==> src/logic/rhps_pkg.sv <==
// Constants, offsets and field positions of the root hub port status block
//----------------------------------------------------------------------
// Contract
//----------------------------------------------------------------------
package rhps_pkg;

	// Register bus geometry
	localparam int ADDR_W = 4;
	localparam int DATA_W = 32;

	// Register byte offsets
	localparam logic [ADDR_W-1:0] OFF_PORT = 4'h0;
	localparam logic [ADDR_W-1:0] OFF_ISTAT = 4'h4;
	localparam logic [ADDR_W-1:0] OFF_IMASK = 4'h8;
	localparam logic [ADDR_W-1:0] OFF_HUB = 4'hC;

	// Port word: read status / write command
	localparam int B_ATTACH = 0;
	localparam int B_ENABLE = 1;
	localparam int B_SUSPEND = 2;
	localparam int B_RESET = 3;
	localparam int B_SUPPLY = 8;
	localparam int B_SLOW = 9;
	localparam int B_ATTACH_CHG = 16;
	localparam int B_ENABLE_CHG = 17;

	// Hub control word
	localparam int B_NONREM = 0;
	localparam int B_HUB_RESET = 1;

	// Interrupt status and mask layout
	localparam int INT_N = 2;
	localparam int I_ATTACH = 0;
	localparam int I_ENABLE = 1;

	// Reset values
	localparam logic [INT_N-1:0] INT_RST = 2'h0;
	localparam logic [DATA_W-1:0] WORD_ZERO = 32'h0000_0000;

	// Port enable state
	typedef enum logic [1:0] {
		RHPS_DISABLED = 2'b00,
		RHPS_ENABLED = 2'b01,
		RHPS_SUSPENDED = 2'b10
	} rhps_port_e;

endpackage : rhps_pkg

==> src/logic/rhps_port.sv <==
// Root hub port status word with interrupt and hub control registers
`timescale 1ns/10ps
module rhps_port (
	input wire logic ref_clk,
	input wire logic rst_n,
	input wire logic [rhps_pkg::ADDR_W-1:0] addr,
	input wire logic [rhps_pkg::DATA_W-1:0] wr_data,
	input wire logic wr_en,
	input wire logic rd_en,
	output logic [rhps_pkg::DATA_W-1:0] rd_data,
	input wire logic line_attach,
	input wire logic line_low_speed,
	output logic port_supply_on,
	output logic irq
);

	//------------------------------------------------------------------
	// Decode helper
	//------------------------------------------------------------------
	// Strobe qualified register select
	function automatic logic hit(
		input logic strobe,
		input logic [rhps_pkg::ADDR_W-1:0] a,
		input logic [rhps_pkg::ADDR_W-1:0] off
	);
		hit = strobe && (a == off);
	endfunction : hit

	//------------------------------------------------------------------
	// Declarations
	//------------------------------------------------------------------
	logic wr_port;
	logic wr_istat;
	logic wr_imask;
	logic wr_hub;
	logic cmd_supply_on;
	logic cmd_supply_drop;
	logic cmd_enable;
	logic cmd_suspend;
	logic cmd_reset;
	logic clr_attach_chg;
	logic clr_enable_chg;
	logic hub_reset_cmd;
	logic port_clr;
	logic attach_present;
	logic slow_device_flag;
	logic attach_event;
	logic removable_mask;
	logic report_pend;
	logic attach_change_flag;
	logic enable_change_flag;
	logic set_attach_chg;
	logic set_enable_chg;
	logic stray_request;
	logic edge_report;
	logic boot_report;
	logic enable_lost;
	rhps_pkg::rhps_port_e port_state;
	rhps_pkg::rhps_port_e next_port_state;
	logic [rhps_pkg::INT_N-1:0] int_status;
	logic [rhps_pkg::INT_N-1:0] int_mask;
	logic [rhps_pkg::INT_N-1:0] int_event;
	logic [rhps_pkg::DATA_W-1:0] port_word;
	logic [rhps_pkg::DATA_W-1:0] next_rd_data;

	//------------------------------------------------------------------
	// Write decode
	//------------------------------------------------------------------
	// Register selects
	assign wr_port = hit(wr_en, addr, rhps_pkg::OFF_PORT);
	assign wr_istat = hit(wr_en, addr, rhps_pkg::OFF_ISTAT);
	assign wr_imask = hit(wr_en, addr, rhps_pkg::OFF_IMASK);
	assign wr_hub = hit(wr_en, addr, rhps_pkg::OFF_HUB);

	// Port word writes are one-shot commands, never stored values
	assign cmd_supply_on = wr_port && wr_data[rhps_pkg::B_SUPPLY];
	assign cmd_supply_drop = wr_port && wr_data[rhps_pkg::B_SLOW];
	assign cmd_enable = wr_port && wr_data[rhps_pkg::B_ENABLE];
	assign cmd_suspend = wr_port && wr_data[rhps_pkg::B_SUSPEND];
	assign cmd_reset = wr_port && wr_data[rhps_pkg::B_RESET];
	assign clr_attach_chg = wr_port && wr_data[rhps_pkg::B_ATTACH_CHG];
	assign clr_enable_chg = wr_port && wr_data[rhps_pkg::B_ENABLE_CHG];
	assign hub_reset_cmd = wr_hub && wr_data[rhps_pkg::B_HUB_RESET];

	// A hub reset clears the whole port back to its reset picture
	assign port_clr = hub_reset_cmd;

	//------------------------------------------------------------------
	// Attach detection
	//------------------------------------------------------------------
	rhps_attach_det u_attach (
		.ref_clk(ref_clk),
		.rst_n(rst_n),
		.port_clr(port_clr),
		.powered(port_supply_on),
		.line_attach(line_attach),
		.line_low_speed(line_low_speed),
		.attach_present(attach_present),
		.slow_device_flag(slow_device_flag),
		.attach_event(attach_event)
	);

	//------------------------------------------------------------------
	// Port power
	//------------------------------------------------------------------
	// Drop beats turn-on when both bits are written: the safe side
	always_ff @(posedge ref_clk) begin
		if (!rst_n || port_clr) begin
			port_supply_on <= 1'b0;
		end else if (cmd_supply_drop) begin
			port_supply_on <= 1'b0;
		end else if (cmd_supply_on) begin
			port_supply_on <= 1'b1;
		end
	end

	//------------------------------------------------------------------
	// Hub control
	//------------------------------------------------------------------
	// Set bit marks the attached device as non-removable
	always_ff @(posedge ref_clk) begin
		if (!rst_n) begin
			removable_mask <= 1'b0;
		end else if (wr_hub) begin
			removable_mask <= wr_data[rhps_pkg::B_NONREM];
		end
	end

	// Pending report armed by any hub reset, spent on first attach
	always_ff @(posedge ref_clk) begin
		if (!rst_n || port_clr) begin
			report_pend <= 1'b1;
		end else if (attach_present) begin
			report_pend <= 1'b0;
		end
	end

	//------------------------------------------------------------------
	// Attach change flag
	//------------------------------------------------------------------
	// Requests to a detached port make the driver look again
	assign stray_request = (cmd_enable || cmd_suspend || cmd_reset) && !attach_present;

	// Non-removable devices only report once, after a hub reset
	assign edge_report = attach_event && !removable_mask;
	assign boot_report = report_pend && attach_present && removable_mask;
	assign set_attach_chg = edge_report || boot_report || stray_request;

	// Set wins over a clear in the same cycle
	always_ff @(posedge ref_clk) begin
		if (!rst_n || port_clr) begin
			attach_change_flag <= 1'b0;
		end else if (set_attach_chg) begin
			attach_change_flag <= 1'b1;
		end else if (clr_attach_chg) begin
			attach_change_flag <= 1'b0;
		end
	end

	//------------------------------------------------------------------
	// Port enable state
	//------------------------------------------------------------------
	// Requests only take effect on an attached port
	always_comb begin
		next_port_state = port_state;
		case (port_state)
			rhps_pkg::RHPS_DISABLED: begin
				if (attach_present && (cmd_enable || cmd_reset)) begin
					next_port_state = rhps_pkg::RHPS_ENABLED;
				end
			end
			rhps_pkg::RHPS_ENABLED: begin
				if (!attach_present) begin
					next_port_state = rhps_pkg::RHPS_DISABLED;
				end else if (cmd_suspend) begin
					next_port_state = rhps_pkg::RHPS_SUSPENDED;
				end
			end
			rhps_pkg::RHPS_SUSPENDED: begin
				if (!attach_present) begin
					next_port_state = rhps_pkg::RHPS_DISABLED;
				end else if (cmd_reset) begin
					next_port_state = rhps_pkg::RHPS_ENABLED;
				end
			end
			default: begin
				next_port_state = rhps_pkg::RHPS_DISABLED;
			end
		endcase
	end

	always_ff @(posedge ref_clk) begin
		if (!rst_n || port_clr) begin
			port_state <= rhps_pkg::RHPS_DISABLED;
		end else begin
			port_state <= next_port_state;
		end
	end

	// Only hardware loss of enable counts, never a software write
	assign enable_lost = (port_state != rhps_pkg::RHPS_DISABLED) &&
		(next_port_state == rhps_pkg::RHPS_DISABLED);
	assign set_enable_chg = enable_lost;

	always_ff @(posedge ref_clk) begin
		if (!rst_n || port_clr) begin
			enable_change_flag <= 1'b0;
		end else if (set_enable_chg) begin
			enable_change_flag <= 1'b1;
		end else if (clr_enable_chg) begin
			enable_change_flag <= 1'b0;
		end
	end

	//------------------------------------------------------------------
	// Interrupts
	//------------------------------------------------------------------
	// Events are the flag set conditions, one pulse each
	assign int_event[rhps_pkg::I_ATTACH] = set_attach_chg;
	assign int_event[rhps_pkg::I_ENABLE] = set_enable_chg;

	// Sticky bits, write one to clear, set wins
	generate
		for (genvar i = 0; i < rhps_pkg::INT_N; i++) begin : g_int
			always_ff @(posedge ref_clk) begin
				if (!rst_n) begin
					int_status[i] <= 1'b0;
				end else if (int_event[i]) begin
					int_status[i] <= 1'b1;
				end else if (wr_istat && wr_data[i]) begin
					int_status[i] <= 1'b0;
				end
			end
		end
	endgenerate

	always_ff @(posedge ref_clk) begin
		if (!rst_n) begin
			int_mask <= rhps_pkg::INT_RST;
		end else if (wr_imask) begin
			int_mask <= wr_data[rhps_pkg::INT_N-1:0];
		end
	end

	// Level output, one cycle behind the status bits
	always_ff @(posedge ref_clk) begin
		if (!rst_n) begin
			irq <= 1'b0;
		end else begin
			irq <= |(int_status & int_mask);
		end
	end

	//------------------------------------------------------------------
	// Read path
	//------------------------------------------------------------------
	// Shared positions return status; reset status is never held
	always_comb begin
		port_word = rhps_pkg::WORD_ZERO;
		port_word[rhps_pkg::B_ATTACH] = attach_present;
		port_word[rhps_pkg::B_ENABLE] = (port_state == rhps_pkg::RHPS_ENABLED) ||
			(port_state == rhps_pkg::RHPS_SUSPENDED);
		port_word[rhps_pkg::B_SUSPEND] = (port_state == rhps_pkg::RHPS_SUSPENDED);
		port_word[rhps_pkg::B_SUPPLY] = port_supply_on;
		port_word[rhps_pkg::B_SLOW] = slow_device_flag;
		port_word[rhps_pkg::B_ATTACH_CHG] = attach_change_flag;
		port_word[rhps_pkg::B_ENABLE_CHG] = enable_change_flag;
	end

	// Unmapped offsets and idle cycles read zero
	always_comb begin
		next_rd_data = rhps_pkg::WORD_ZERO;
		if (hit(rd_en, addr, rhps_pkg::OFF_PORT)) begin
			next_rd_data = port_word;
		end else if (hit(rd_en, addr, rhps_pkg::OFF_ISTAT)) begin
			next_rd_data[rhps_pkg::INT_N-1:0] = int_status;
		end else if (hit(rd_en, addr, rhps_pkg::OFF_IMASK)) begin
			next_rd_data[rhps_pkg::INT_N-1:0] = int_mask;
		end else if (hit(rd_en, addr, rhps_pkg::OFF_HUB)) begin
			next_rd_data[rhps_pkg::B_NONREM] = removable_mask;
		end
	end

	always_ff @(posedge ref_clk) begin
		if (!rst_n) begin
			rd_data <= rhps_pkg::WORD_ZERO;
		end else begin
			rd_data <= next_rd_data;
		end
	end

endmodule : rhps_port

==> src/logic/rhps_attach_det.sv <==
// Attach detector: power gated line sampling and change events
`timescale 1ns/10ps
module rhps_attach_det (
	input wire logic ref_clk,
	input wire logic rst_n,
	input wire logic port_clr,
	input wire logic powered,
	input wire logic line_attach,
	input wire logic line_low_speed,
	output logic attach_present,
	output logic slow_device_flag,
	output logic attach_event
);

	logic next_attach;

	// Unpowered port never reports a device
	assign next_attach = line_attach & powered;

	//------------------------------------------------------------------
	// Line state
	//------------------------------------------------------------------
	// Present flag and speed follow the line one cycle late
	always_ff @(posedge ref_clk) begin
		if (!rst_n || port_clr) begin
			attach_present <= 1'b0;
			slow_device_flag <= 1'b0;
		end else begin
			attach_present <= next_attach;
			slow_device_flag <= next_attach & line_low_speed;
		end
	end

	// One pulse per connect or disconnect
	always_ff @(posedge ref_clk) begin
		if (!rst_n || port_clr) begin
			attach_event <= 1'b0;
		end else begin
			attach_event <= next_attach ^ attach_present;
		end
	end

endmodule : rhps_attach_det

==> config.mk <==
export PLATFORM = sky130hd
export DESIGN_NAME = rhps_port
export DESIGN_NICKNAME = d
export VERILOG_FILES = /design/src/logic/rhps_pkg.sv /design/src/logic/rhps_port.sv /design/src/logic/rhps_attach_det.sv
export SDC_FILE = /design/constraint.sdc
export NUM_CORES = 1
export LEC_CHECK = 0
export BUFFER_PORTS_ARGS = -buffer_cell sky130_fd_sc_hd__buf_2
export CAP_MARGIN = 15
export CORE_MARGIN = 4
export CORE_UTILIZATION = 42
export CTS_CLUSTER_DIAMETER = 120
export CTS_CLUSTER_SIZE = 30
export DETAILED_ROUTE_END_ITERATION = 10
export PLACE_DENSITY = 0.79
export RECOVER_POWER = 100
export SLEW_MARGIN = 40
export SYNTH_ARGS = -nofsm -noshare
export SYNTH_HDL_FRONTEND = slang
export SYNTH_SLANG_ARGS = --single-unit
==> constraint.sdc <==
create_clock -name ref_clk -period 1.8 [get_ports ref_clk]
set_clock_uncertainty 0.1 [all_clocks]
set_input_delay 0.09 -clock ref_clk [delete_from_list [all_inputs] [get_ports ref_clk]]
set_output_delay 0.09 -clock ref_clk [all_outputs]
set_load 0.005 [all_outputs]
==> flow_summary.toml, run 1 <==
[synth]
synth_warnings = 0
synth_edf_count = 0
avgSynthCellArea_um2 = 8.71
syn_inst = 142
yosysSeqAreaShare_pct = 35.6
netlist_area_mm2 = 0.00124
async_reset_ff_share_pct = 0
ys_seq_elements = 22
synth_cell_types = 37
ys.flop_type = "dfxtp_1"

[power_and_ir_drop]
leakage_nw = 0.622
powerDensity_mw_per_mm2 = 602
irDropWorstVdd_mv = 0.369

[cells_and_area]
final_common_cell = "conb_1"
antenna_cells = 0
layout_common_cells = "conb_1, buf_2, dfxtp_1, dlygate4sd3_1, nand2_1"
drive_gt1_share_pct = 19.2
nNetsFinal = 224
syn_to_final_growth_pct = 14.9
nFillCells = 269

[grt]
met1_usage_pct = 15.5
gr-max-usage-layer = "met2"
grt.total_usage_pct = 12.5
groute.layer.met3.usage_pct = 3.06
grt_pass1_wl_um = 4060
overflow = 0
grt_start_max_net_pins = 13
grt_antenna_before_repair = 0
grt_pass1_vias = 910
grtUsageMet2_pct = 20.7

[clocking]
cts.sinks = 22
h-tree-depth = 1
cts_root_buf = "clkbuf_4"
numCtsBuffers = 3
clock_latency_ps = 300
max-clock-path-buffers = 2
cts_tree = "yes"
path_clk_slew_ps = 120

[timing]
slew_headroom_pct = 64.7
fin_crit_sh_pct = 95.9
tightestPinTransition_ps = 526
hold_viol_final = 0
setup_ws_ps = 73.3
fin_crit_ps = 1730
slew_viol_final = 0
setup_viol = 0
rsz0062_at_grt = "false"
fmax_ghz = 0.579
fin_hold_ws_ps = 39.4
setup_tns_ps = 0

[min_path]
min_path_type = "input port to register"

[setup_path]
critPathTopFamily = "buffers and inverters"
path_max_fanout = 7
regToRegSetupSlack_ps = 130
crit_arrival_ps = 1880
cp_cell_sequence = "dlygate4sd3_1 > buf_2 > nand4_1 > nand2_1 > a311oi_1 > dlygate4sd3_1"
setup.worst_path.start_class = "input port"
crit_type = "input port to register"
cp-end-kind = "register"
cp_data_required_time_ps = 1960
cpPeakStageDelay_ps = 570
path_common_cell = "dlygate4sd3_1"
critPathBufInv = 3
crit_path_top_delay_cell = "dlygate4sd3_1"

[route]
ant_nets = 0
drt_pre_antenna_iters = 4
wl_um = 2580
wire_per_inst_um = 12.4
drt_iter0_markers = 39
vias = 1019
viasPerCell = 4.90
drcViolationCount = 0

[place]
place_ws_ps = 139
place_congestion = 0.822
port_buffers = 26
post-dp-hpwl_um = 1930

[floorplanning]
die_x_um = 62.3
dieArea_mm2 = 0.00388
num_rows = 19
core_mm2 = 0.00278
io_pins = 76
die_height_um = 62.3
start_util_pct = 44.5

[flow_run]
max_cap_violations = 0

[run_status]
status = "completed"
## state kept, by name (all words and copies together) (netlist names)
signal                     count
rd_data                        7
u_attach.slow_device_flag      1
port_state                     2
u_attach.attach_present        1
u_attach.attach_event          1
attach_change_flag             1
int_mask                       2
port_supply_on                 1
int_status                     2
enable_change_flag             1
removable_mask                 1
report_pend                    1
irq                            1
## worst register-to-register path, stage by stage (launching register included)
cell and delay, ps:
dfxtp_1 380, inv_1 120, ha_1 180, nand2_1 80, a311o_1 370, a221oi_2 250, a211oi_1 70
## through the flow
step	cells	total power (W)	utilization, %	cell area [um2]
finish	208	0.000855	51.1	1420
global route	208	0.000890	51.1	1420
CTS	208	0.000856	51.0	1420
detailed placement	194	0.000580	46.1	1280
global placement	194	0.000579	46.1	1280
floorplan	166	0.000590	-	1330
## kinds of logic (layout without fill, tap and decap cells)
kind of cell	after synthesis	count (layout)	synth area share (%)
XOR/XNOR	1	1	0.708
buffers and inverters	37	48	20.1
flip-flops	22	22	35.6
multiplexers	3	3	3.44
AND/OR/NAND/NOR	47	47	20.8
adder cells (fa/ha/maj)	4	4	4.04
other	1	25	0.303
AO/OA/AOI/OAI	27	27	15.0
## repair_timing
item                                   CTS  global route
endpoints found under the hold margin   11             0
buffers inserted                         0             0
setup endpoints to repair                0             2
resized for setup                        0             2
hold buffers                            10             0
## metal layers
metal  wire length [um]  up-vias
li1                   -      519
met1               1090      463
met2               1280       35
met3                191        2
met4                 15        0
met5                  0        -
## where the power goes
group / total (W) / switching (W) / internal [W]
logic: 0.0000953 / 0.0000551 / 0.0000402
registers: 0.000492 / 0.00000221 / 0.000490
clock network: 0.000268 / 0.000145 / 0.000123
total: 0.000855 / 0.000202 / 0.000653
## cells in the mapped netlist (2+ instances only)
| library cell | count | area share [%] |
|---|---|---|
| a211oi_1 | 3 | 1.8 |
| a21oi_1 | 6 | 2.4 |
| a31oi_1 | 4 | 2.0 |
| a41oi_1 | 2 | 1.4 |
| and2_1 | 7 | 3.5 |
| buf_4 | 29 | 18 |
| dfxtp_1 | 22 | 36 |
| ha_1 | 4 | 4.0 |
| inv_1 | 7 | 2.1 |
| mux2i_1 | 2 | 1.6 |
| nand2_1 | 9 | 2.7 |
| nand3_1 | 8 | 3.2 |
| nand4b_1 | 3 | 2.1 |
| nor2_1 | 8 | 2.4 |
| nor2b_1 | 2 | 1.0 |
| nor3_1 | 3 | 1.2 |
| o21ai_0 | 3 | 1.2 |
## cell type report
cell class                 instances  area (um2)  share of cell area (%)
multi-input combinational        107         644                    45.3
inverter                           7        26.3                    1.85
clock buffer                       4        36.3                    2.55
sequential                        22         442                    31.1
timing repair buffer              37         234                    16.5
tap                               31        38.8                    2.73
## worst paths after layout
| check | start | end | depth (start not counted) |
|---|---|---|---|
| max | wr_data[1] | port_supply_on$_SDFFE_PP0P_ | 6 |
| min | addr[0] | rd_data[0]$_SDFF_PN0_ | 4 |
| max reg2reg | port_state[0]$_SDFF_PP0_ | enable_change_flag$_SDFFE_PP0P_ | 6 |
| min reg2reg | u_attach.slow_device_flag$_SDFF_PP0_ | rd_data[9]$_SDFF_PN0_ | 1 |
No activity file was read; power rests on OpenSTA's default activity.
==> run 2: changes to the inputs <==
Settings changed: CORE_UTILIZATION 42 to 46, PLACE_DENSITY 0.79 to 0.85.
Clock period 1.8 ns to 2.15 ns, I/O delays scaled along.
==> run 2 against run 1 <==
Critical path depth unchanged. Die area down 7.6%. Sequential share of layout area increased by 2.0 points. Global-route usage is 0.73 points higher. Routed wire length is 6.6% lower. Largest cell class unchanged. Highest routed layer unchanged.
==> flow_summary.toml, run 2 (synthesis results as in run 1) <==
[run_status]
status = "completed"

[place]
port_buffers = 26
post-dp-hpwl_um = 1930
place_ws_ps = 473
place_congestion = 0.835

[route]
drt_pre_antenna_iters = 4
drcViolationCount = 0
viasPerCell = 5.03
ant_nets = 0
wire_per_inst_um = 12.0
vias = 1012
wl_um = 2400
drt_iter0_markers = 28

[clocking]
path_clk_slew_ps = 110
max-clock-path-buffers = 2
cts.sinks = 22
numCtsBuffers = 3
clock_latency_ps = 300
cts.repair.resized = 0
cts_tree = "yes"
h-tree-depth = 1
cts_root_buf = "clkbuf_4"

[setup_path]
r2r_cells = 6
crit_arrival_ps = 1860
cpPeakStageDelay_ps = 900
reg2reg_to = "int_status[1]$_SDFFE_PN0P_"
crit_path_top_delay_cell = "nor3b_1"
cp-end-kind = "register"
setup.worst_path.start_class = "input port"
path_common_cell = "clkbuf_1"
cp_data_required_time_ps = 2240
timing.rr.start = "port_state[1]$_SDFF_PP0_"
regToRegSetupSlack_ps = 460
cp_cell_sequence = "clkbuf_1 > nor3b_1 > clkbuf_1 > nand3_1 > mux2i_1 > nor2_1"
path_max_fanout = 11
crit_type = "input port to register"

[flow_run]
max_cap_violations = 0

[timing]
rsz0062_at_grt = "false"
hold_viol_final = 0
tightestPinTransition_ps = 1110
setup_ws_ps = 379
slew_headroom_pct = 26.1
fmax_ghz = 0.564
fin_hold_ws_ps = 6.25
slew_viol_final = 0
setup_viol = 0
fin_crit_sh_pct = 82.4
fin_crit_ps = 1770
setup_tns_ps = 0

[floorplanning]
io_pins = 76
die_x_um = 59.9
num_rows = 18
core_mm2 = 0.00252
dieArea_mm2 = 0.00358
start_util_pct = 49.1
die_height_um = 59.9

[grt]
grt_pass1_vias = 868
overflow = 0
grt.total_usage_pct = 13.2
grt_pass1_wl_um = 3630
grt_antenna_before_repair = 0
grt_start_max_net_pins = 13

[cells_and_area]
final_common_cell = "conb_1"
layout_common_cells = "conb_1, dfxtp_1, buf_2, nand2_1"
drive_gt1_share_pct = 15.2
largest_register = "rd_data"
largest_reg_flops = 7
nNetsFinal = 219
antenna_cells = 0
nFillCells = 249
syn_to_final_growth_pct = 7.48

[power_and_ir_drop]
leakage_nw = 0.571
powerDensity_mw_per_mm2 = 496
irDropWorstVdd_mv = 0.384

[min_path]
worstHoldStart = "wr_data[1]"
min_path_type = "input port to register"
hold_depth = 3
whs_endpoint = "int_mask[1]$_SDFFE_PN0P_"
## run 2: worst max-delay path: cells and delay by family
family                 cells  cell delay, ps
buffers and inverters      2             480
multiplexers               1             170
AND/OR/NAND/NOR            3            1100
## run 2: what timing repair did
action                                 CTS  global route
hold buffers                             5             0
setup buffers                            0             0
endpoints found under the hold margin    6             0
## run 2: worst max path at each step
stage	from	endpoint	slack (ps)	cells after the start
global route	addr[1]	port_supply_on$_SDFFE_PP0P_	180	5
finish	addr[1]	removable_mask$_SDFFE_PN0P_	380	6
detailed placement	port_state[1]$_SDFF_PP0_	int_status[1]$_SDFFE_PN0P_	470	6
floorplan	port_state[0]$_SDFF_PP0_	enable_change_flag$_SDFFE_PP0P_	640	6
CTS	port_state[1]$_SDFF_PP0_	int_status[1]$_SDFFE_PN0P_	440	6
global placement	port_state[0]$_SDFF_PP0_	enable_change_flag$_SDFFE_PP0P_	520	6
## run 2: where the power goes
| part | total, W | internal, W | leakage (nW) | switching (W) |
|---|---|---|---|---|
| registers | 0.000412 | 0.000410 | 0.177 | 0.00000171 |
| logic | 0.0000707 | 0.0000269 | 0.380 | 0.0000438 |
| clock network | 0.000178 | 0.0000652 | 0.0138 | 0.000113 |
| total | 0.000660 | 0.000502 | 0.571 | 0.000158 |
## run 2: per-stage QoR
step / utilization [%] / power [W] / instances / instance area (um2)
CTS: 53.6 / 0.000667 / 201 / 1350
global placement: 50.7 / 0.000485 / 193 / 1280
finish: 52.7 / 0.000660 / 201 / 1330
global route: 52.7 / 0.000700 / 201 / 1330
detailed placement: 50.7 / 0.000486 / 193 / 1280
floorplan: - / 0.000494 / 166 / 1330
## run 2: metal layers
layer  wire length, um  global-route usage, %
met3               165                   1.94
met1               997                   16.3
met5                 0                      0
met2              1190                   22.5
met4                48                   6.01
## run 2: cell type report
cell class              count  area [um2]  area share [%]
multi-input cells         107         627            47.1
flip-flops and latches     22         440            33.1
repair buffers             32         176            13.3
well taps                  30        37.5            2.82
inverters                   7        26.3            1.98
clock buffers               3        22.5            1.69
